## config.mk

```make
export PLATFORM = sky130hd
export DESIGN_NAME = word_logic_arith_unit
export DESIGN_NICKNAME = d
export VERILOG_FILES = /design/src/word_logic_arith_pkg.sv /design/src/word_logic_arith_unit.sv
export VERILOG_INCLUDE_DIRS = /design/src
export SDC_FILE = /design/constraint.sdc
export NUM_CORES = 1
export LEC_CHECK = 0
export BUFFER_PORTS_ARGS = -buffer_cell sky130_fd_sc_hd__buf_4
export CELL_PAD_IN_SITES_DETAIL_PLACEMENT = 0
export CELL_PAD_IN_SITES_GLOBAL_PLACEMENT = 1
export CORE_ASPECT_RATIO = 1.5
export CORE_MARGIN = 5
export CORE_UTILIZATION = 40
export CTS_CLUSTER_SIZE = 16
export DETAILED_ROUTE_END_ITERATION = 6
export GPL_ROUTABILITY_DRIVEN = 0
export PLACE_DENSITY = 0.74
export SYNTH_ARGS = -nofsm -noshare
export SYNTH_HDL_FRONTEND = slang
export SYNTH_SLANG_ARGS = --single-unit
```

## constraint.sdc

```tcl
create_clock -name clk_in -period 4.1 [get_ports clk_in]
set_input_delay 0.615 -clock clk_in [delete_from_list [all_inputs] [get_ports clk_in]]
set_output_delay 0.615 -clock clk_in [all_outputs]
set_load 0.1 [all_outputs]
```

## src/word_logic_arith_unit_defs.svh

```systemverilog
// Purpose: constants for the word logic and arithmetic unit
// Assumes: 16-bit words, 50 MHz clock
// Notes: opcode encodings are local choices
`ifndef WORD_LOGIC_ARITH_UNIT_DEFS_SVH
`define WORD_LOGIC_ARITH_UNIT_DEFS_SVH
`define WLAU_WORD_W 16
`define WLAU_OP_W 4
`define WLAU_CARRY_RST 1'b0
`define WLAU_DIV_STEPS 16
`endif
```

## src/word_logic_arith_pkg.sv

```systemverilog
// Purpose: types for the word logic and arithmetic unit
// Assumes: defs header included
// Notes: opcode values are local choices
`include "word_logic_arith_unit_defs.svh"
package word_logic_arith_pkg;
  typedef enum logic [`WLAU_OP_W-1:0] {
    word_or_op = 4'h0,
    word_differ_op = 4'h1,
    word_equal_op = 4'h2,
    bcd_plus_one_op = 4'h3,
    bcd_minus_one_op = 4'h4,
    carry_set_op = 4'h5,
    carry_clear_op = 4'h6,
    binary_sum_op = 4'h7,
    binary_difference_op = 4'h8,
    binary_product_op = 4'h9,
    binary_quotient_op = 4'hA
  } op_t;
  typedef enum {st_idle, st_div, st_done} state_t;
  typedef struct packed {
    state_t st;
    logic carry_flag;
    logic [15:0] res0;
    logic [15:0] res1;
    logic [15:0] divisor;
    logic [16:0] rem;
    logic [15:0] quo;
    logic [4:0] cnt;
    logic done;
    logic two;
    logic div_err;
  } regs_t;
endpackage

```

## src/word_logic_arith_unit.sv

```systemverilog
// Purpose: 16-bit logic/arithmetic datapath for a controller cpu
// Assumes: sequencer holds operands while start_in pulses; one clock
// Notes: divide is iterative, 16 steps over 18 cycles; others finish in one
`timescale 1ns/1ps
`default_nettype none
`include "word_logic_arith_unit_defs.svh"
module word_logic_arith_unit (
  // clock and reset
  input wire logic clk_in,
  input wire logic nrst_in,
  // request
  input wire logic start_in,
  input wire word_logic_arith_pkg::op_t op_in,
  input wire logic [15:0] opa_in,
  input wire logic [15:0] opb_in,
  // answer
  output logic busy_out,
  output logic done_out,
  output logic [15:0] res0_out,
  output logic [15:0] res1_out,
  output logic two_words_out,
  output logic div_error_out,
  output logic carry_flag_out
);
  import word_logic_arith_pkg::*;

  regs_t q, d;

  // sizes follow the shared constants
  localparam int WORD_W = `WLAU_WORD_W;
  localparam int DIGITS = WORD_W / 4;
  localparam int STEPS = `WLAU_DIV_STEPS;

  // every one-cycle result is formed each cycle; the opcode only picks one
  logic [15:0] or_word;
  logic [15:0] differ_word;
  logic [15:0] equal_word;
  logic [15:0] bcd_up_word;
  logic [15:0] bcd_down_word;
  logic [16:0] sum;
  logic [16:0] dif;
  logic [31:0] prod;

  // shift-add rows of the product
  logic [31:0] pp_row [WORD_W];
  logic [31:0] pp_acc [WORD_W+1];

  // divide step
  logic [16:0] rem_shift;
  logic [16:0] trial;
  logic trial_fits;
  logic last_step;

  // request decode
  logic take;
  logic div_by_zero;

  // bcd digit chains: bit i is high when digit i has to change
  logic [DIGITS-1:0] up_chain;
  logic [DIGITS-1:0] down_chain;

  // opcodes that answer with a second result word
  function automatic logic two_word_op(input op_t o);
    logic r;
    case (o)
      binary_product_op: begin
        r = 1'b1;
      end

      binary_quotient_op: begin
        r = 1'b1;
      end

      default: begin
        r = 1'b0;
      end
    endcase
    return r;
  endfunction

  // carry after an accepted opcode
  function automatic logic carry_after(input op_t o, input logic cur,
                                       input logic add_c, input logic sub_b);
    logic r;
    r = cur;
    case (o)
      carry_set_op: begin
        r = 1'b1;
      end

      carry_clear_op: begin
        r = 1'b0;
      end

      binary_sum_op: begin
        r = add_c;
      end

      binary_difference_op: begin
        r = sub_b;
      end

      default: begin
        r = cur;
      end
    endcase
    return r;
  endfunction

  // digit codes nine and above roll over on increment
  function automatic logic digit_tops(input logic [3:0] v);
    return (v >= 4'h9);
  endfunction

  // a zero digit borrows on decrement
  function automatic logic digit_zero(input logic [3:0] v);
    return (v == 4'h0);
  endfunction

  // a request while dividing is dropped; the sequencer must watch busy
  assign take = start_in & (q.st == st_idle);
  assign div_by_zero = (opb_in == 16'h0000);

  for (genvar b = 0; b < WORD_W; b++) begin : g_bit
    assign or_word[b] = opa_in[b] | opb_in[b];
    assign differ_word[b] = opa_in[b] ^ opb_in[b];
    assign equal_word[b] = ~(opa_in[b] ^ opb_in[b]);
  end

  assign sum = {1'b0, opa_in} + {1'b0, opb_in} + {16'h0000, q.carry_flag};
  assign dif = {1'b0, opa_in} - {1'b0, opb_in} - {16'h0000, q.carry_flag};

  // full 32-bit product
  // a ripple of row adders: small, but the longest path of the block
  assign pp_acc[0] = 32'h00000000;
  for (genvar m = 0; m < WORD_W; m++) begin : g_row
    assign pp_row[m] = opb_in[m] ? ({16'h0000, opa_in} << m) : 32'h00000000;
    assign pp_acc[m+1] = pp_acc[m] + pp_row[m];
  end
  assign prod = pp_acc[WORD_W];

  // divisor is held in a register so the operands may change once taken
  assign rem_shift = {q.rem[15:0], q.quo[15]};
  assign trial = rem_shift - {1'b0, q.divisor};
  assign trial_fits = ~trial[16];
  assign last_step = (q.cnt == 5'(STEPS - 1));

  assign up_chain[0] = 1'b1;
  assign down_chain[0] = 1'b1;
  for (genvar g = 0; g < DIGITS; g++) begin : g_digit
    logic [3:0] digit;
    logic [3:0] digit_up;
    logic [3:0] digit_down;
    assign digit = opa_in[g*4 +: 4];
    // digit increment
    // codes above nine count as nine so a bad digit still rolls over
    assign digit_up = digit_tops(digit) ? 4'h0 : digit + 4'h1;
    assign bcd_up_word[g*4 +: 4] = up_chain[g] ? digit_up : digit;
    assign digit_down = digit_zero(digit) ? 4'h9 : digit - 4'h1;
    assign bcd_down_word[g*4 +: 4] = down_chain[g] ? digit_down : digit;
    if (g < DIGITS - 1) begin : g_ripple
      assign up_chain[g+1] = up_chain[g] & digit_tops(digit);
      assign down_chain[g+1] = down_chain[g] & digit_zero(digit);
    end
  end

  // done is a one-cycle pulse; results stand until the next opcode
  always_comb begin
    d = q;
    d.done = 1'b0;
    case (q.st)
      st_idle: begin
        if (take) begin
          d.done = 1'b1;
          d.two = two_word_op(op_in);
          d.carry_flag = carry_after(op_in, q.carry_flag, sum[16], dif[16]);
          if (!two_word_op(op_in)) begin
            d.res1 = 16'h0000;
          end
          case (op_in)
            word_or_op: begin
              d.res0 = or_word;
            end

            word_differ_op: begin
              d.res0 = differ_word;
            end

            word_equal_op: begin
              d.res0 = equal_word;
            end

            bcd_plus_one_op: begin
              d.res0 = bcd_up_word;
            end

            bcd_minus_one_op: begin
              d.res0 = bcd_down_word;
            end

            binary_sum_op: begin
              d.res0 = sum[15:0];
            end

            binary_difference_op: begin
              d.res0 = dif[15:0];
            end

            binary_product_op: begin
              d.res0 = prod[15:0];
              d.res1 = prod[31:16];
            end

            binary_quotient_op: begin
              // a zero divisor flags an error and leaves both words alone
              if (div_by_zero) begin
                d.div_err = 1'b1;
              end else begin
                d.div_err = 1'b0;
                d.done = 1'b0;
                d.st = st_div;
                d.divisor = opb_in;
                d.quo = opa_in;
                d.rem = 17'h00000;
                d.cnt = 5'h00;
              end
            end

            default: begin
              // carry-only and unknown opcodes keep res0; res1 was cleared above
              d.done = 1'b1;
            end
          endcase
        end
      end

      st_div: begin
        // restoring division, one quotient bit per cycle
        if (trial_fits) begin
          d.rem = trial;
          d.quo = {q.quo[14:0], 1'b1};
        end else begin
          d.rem = rem_shift;
          d.quo = {q.quo[14:0], 1'b0};
        end
        d.cnt = q.cnt + 5'h01;
        if (last_step) begin
          d.st = st_done;
        end
      end

      st_done: begin
        d.res0 = q.quo;
        d.res1 = q.rem[15:0];
        d.done = 1'b1;
        d.st = st_idle;
      end

      default: begin
        d.st = st_idle;
      end
    endcase
  end

  always_ff @(posedge clk_in or negedge nrst_in) begin
    if (!nrst_in) begin
      q <= '{st: st_idle, carry_flag: `WLAU_CARRY_RST, default: '0};
    end else begin
      q <= d;
    end
  end

  assign busy_out = (q.st != st_idle);
  assign done_out = q.done;
  assign res0_out = q.res0;
  assign res1_out = q.res1;
  assign two_words_out = q.two;
  assign div_error_out = q.div_err;
  assign carry_flag_out = q.carry_flag;
endmodule
`default_nettype wire

```

==> metrics.md <==
| Metric | Value |
|---|---|
| Wire length per cell | `approximately 21 µm` |
| Synth area leaders | `fa_1 (24%), ha_1 (14%), dfrtp_1 (14%)` |
| DRC | `0` |
| Dpl ws | `-2.188 ns` |
| Via-per-instance ratio | `between 5 and 6` |
| Violated checks | `negative setup slack` |
| Combinational family with the most area after synthesis | `adder cells` |
| Synth Area in Compound Gates | `0.1740` |
| Yosys top cell by area | `fa_1` |
| I/O Pins | `76` |
| Vias | `between 15000 and 20000` |
| Setup crit end kind | `flop` |
| Post-CTS Hold Buffers | `0` |
| Post-synthesis adder-cell area fraction | `0.3841` |
| Final hold vios | `0` |
| Seq/Total Area, Yosys | `0.1366` |
| Final Core Density | `0.5182` |
| Post-synth top area share | `0.2438` |
| First-pass DRT Iterations | `5` |
| Clock Tree Root | `clkbuf_16` |
| Syn avg cell area | `between 8 and 9 µm²` |
| Port-buffer cells | `75` |
| Post-synth EDFFs | `0` |
| Maximum VDD drop | `0.0007294 V` |
| Slew HR | `0.3962` |
| HPWL Detailed | `between 50000 and 60000 µm` |
| Simple-Gate Fraction of Synth Area | `0.1597` |
| Longest Clk Path Bufs | `2` |
| Final net count | `2734` |
| Core Area | `just over 40000 µm²` |
| Synthesis-stage register bit count | `just over 90` |
| Crit path required time | `between 4 and 5 ns` |
| Power per cell area | `between 900 and 1000 nW/µm²` |
| First-pass GRT wire length | `between 90000 and 100000 µm` |
| Global route overflow | `0` |
| Initial antenna violation count | `0` |
| Layout cells sized above 1 | `0.2576` |
| CTS clk-pin slew, worst paths | `about 0.07 ns` |
| Tightest Pin Transition | `0.9057 ns` |
| Area delta synth->final | `28.11%` |
| Fillcell total | `just under 4000` |
| TritonCTS clock tree | `done` |
| Chip Height | `around 260 µm` |
| Final Slew Violations | `0` |
| Period utilization | `1.386` |
| Crit path launch type | `input port` |
| LEAKAGE | `around 10 nW` |
| Max-cap violation count | `0` |
| Crit path DAT | `slightly below 6 ns` |
| Yosys warns | `0` |
| Multi-input gate area | `roughly 14000 µm²` |
| Syn Std Cell Area | `16670 µm²` |
| Min cycle time layout | `between 5 and 6 ns` |
| Initial Util | `0.4045` |
| Worst-Skew Late Latency | `about 0.36 ns` |
| Most frequent cells in the layout | `buf_4 (314), inv_1 (258), nand2_1 (249), fa_1 (188), nor2_1 (178)` |
| Post-route ant nets | `0` |
| Gr usage total | `0.2649` |
| CTS buffer count | `9` |
| DIE WIDTH | `~180 µm` |
| Max Fclk | `approximately 180 MHz` |
| Synthesized Nets | `approximately 2500` |
| Total wire length | `61270 µm` |
| Synth async-reset ratio | `1.000` |
| Ys flop type | `dfrtp_1` |
| Hold Slack | `0.3408 ns` |
| Starting DRT DRC Count | `between 1000 and 1500` |
| RSZ-0062 raised after global routing | `true` |
| Post-synthesis mux area share | `0.01531` |
| Worst Skew | `0.007256 ns` |
| Die area | `between 40000 and 50000 µm²` |
| Number of distinct library cells after synthesis | `between 70 and 80` |
| Row cnt | `91` |
| Crit Path Max Fanout | `6` |
| Reg area | `between 2000 and 2500 µm²` |
| Worst setup margin | `-1.584 ns` |
| Clock Sinks | `91` |
| Status | `complete, but fails checks` |
| Largest net degree at the start of global routing | `a little under 70` |
| Commonest non-fill, non-tap cell in the layout | `buf_4` |
| Post-Syn Instances | `slightly above 2000` |
| Critical path type | `in2reg` |
| # setup viols final | `26` |
| Hold WC Path Type | `in2async` |
| Vias in the first global route | `about 17000` |
| Post-synthesis xor/xnor area fraction | `0.02522` |
| Htree depth | `3` |
path summary, 6_finish.rpt:
path | slack (ns) | cells past startpoint | to | start
min reg2reg | 0.48 | 2 | q[43] | q[43]
max reg2reg | 0.66 | 11 | carry_flag_out | carry_flag_out
min in group clk_in | 0.48 | 2 | q[43] | q[43]
min | 0.34 | 1 | q[29] | nrst_in
max | -1.58 | 22 | res1_out[14] | opb_in[8]
max in group asynchronous | 2.90 | 2 | q[53] | nrst_in
stage by stage:
| stage | setup TNS [ns] | std cells | area, µm² | power (mW) |
|---|---|---|---|---|
| global route | -36.03 | 2868 | 21360 | 22.71 |
| CTS | -30.85 | 2855 | 20850 | 19.98 |
| finish | -32.46 | 2869 | 21360 | 21.08 |
| floorplan | -30.18 | 2053 | 17450 | 12.30 |
| detailed placement | -45.70 | 2820 | 19790 | 17.52 |
| global placement | -44.52 | 2820 | 19790 | 17.35 |
worst max-delay path: stages:
cell and delay, ns:
buf_8 0.09, buf_8 0.12, buf_6 0.10, nand2_4 0.04, fa_1 0.54, inv_2 0.04
fa_1 0.56, fa_1 0.48, fa_1 0.51, inv_1 0.05, fa_1 0.50, inv_2 0.05
ha_4 0.21, ha_4 0.16, or3_4 0.38, o211ai_1 0.29, a31oi_2 0.17, buf_4 0.16
o31a_1 0.30, a311oi_2 0.25, xor2_1 0.18, o211ai_1 0.09
power by group:
group | internal, mW | switching, mW
Combinational | 8.56 | 9.97
Clock | 0.539 | 0.388
Sequential | 1.26 | 0.369
sequential cells by signal, indices dropped and copies added (netlist names):
name            count
div_error_out       1
two_words_out       1
carry_flag_out      1
res1_out           16
res0_out           16
done_out            1
q                  55
kinds of logic (layout without fill, tap and decap cells):
group | after synthesis | count (layout)
compound gates | 448 | 448
buf+inv | 431 | 688
simple gates | 620 | 620
flops | 91 | 91
other cells | 0 | 1
xor+xnor | 48 | 48
fa+ha+maj | 390 | 390
mux | 25 | 25
synth_stat cells (all sizes together) (29+ instances only):
cell type,number
dfrtp,91
o21ai,124
nor2,213
a21oi,110
nor3,29
nand2,261
nand3,30
xnor2,31
ha,187
inv,292
fa,203
buf,40
a22oi,29
clkbuf,90
what timing repair did:
action                                  CTS  global route
endpoints found under the setup margin   26            27
gates cloned                              0             0
gates resized for setup                 143            95
pin swaps                                61            63
setup buffers                            21            15
layer usage:
| layer | GRT usage | vias to the layer above | wire [µm] |
|---|---|---|---|
| met5 | 0 | - | 0 |
| met1 | 0.3295 | 7941 | 24340 |
| met2 | 0.4632 | 558 | 30690 |
| met3 | 0.02210 | 151 | 2926 |
| met4 | 0.1256 | 0 | 3311 |
| li1 | - | 7300 | - |
area by class of cell:
cell class                      instances  share of cell area
Timing Repair Buffer                  371              0.1475
Tap cell                              558             0.03269
Clock inverter                          7            0.004687
Inverter                              301             0.05911
Sequential cell                        91              0.1066
Clock buffer                            9             0.01054
Antenna cell                            1           0.0001172
Multi-Input combinational cell       1531              0.6387
Power figures use the tool's default switching activity.
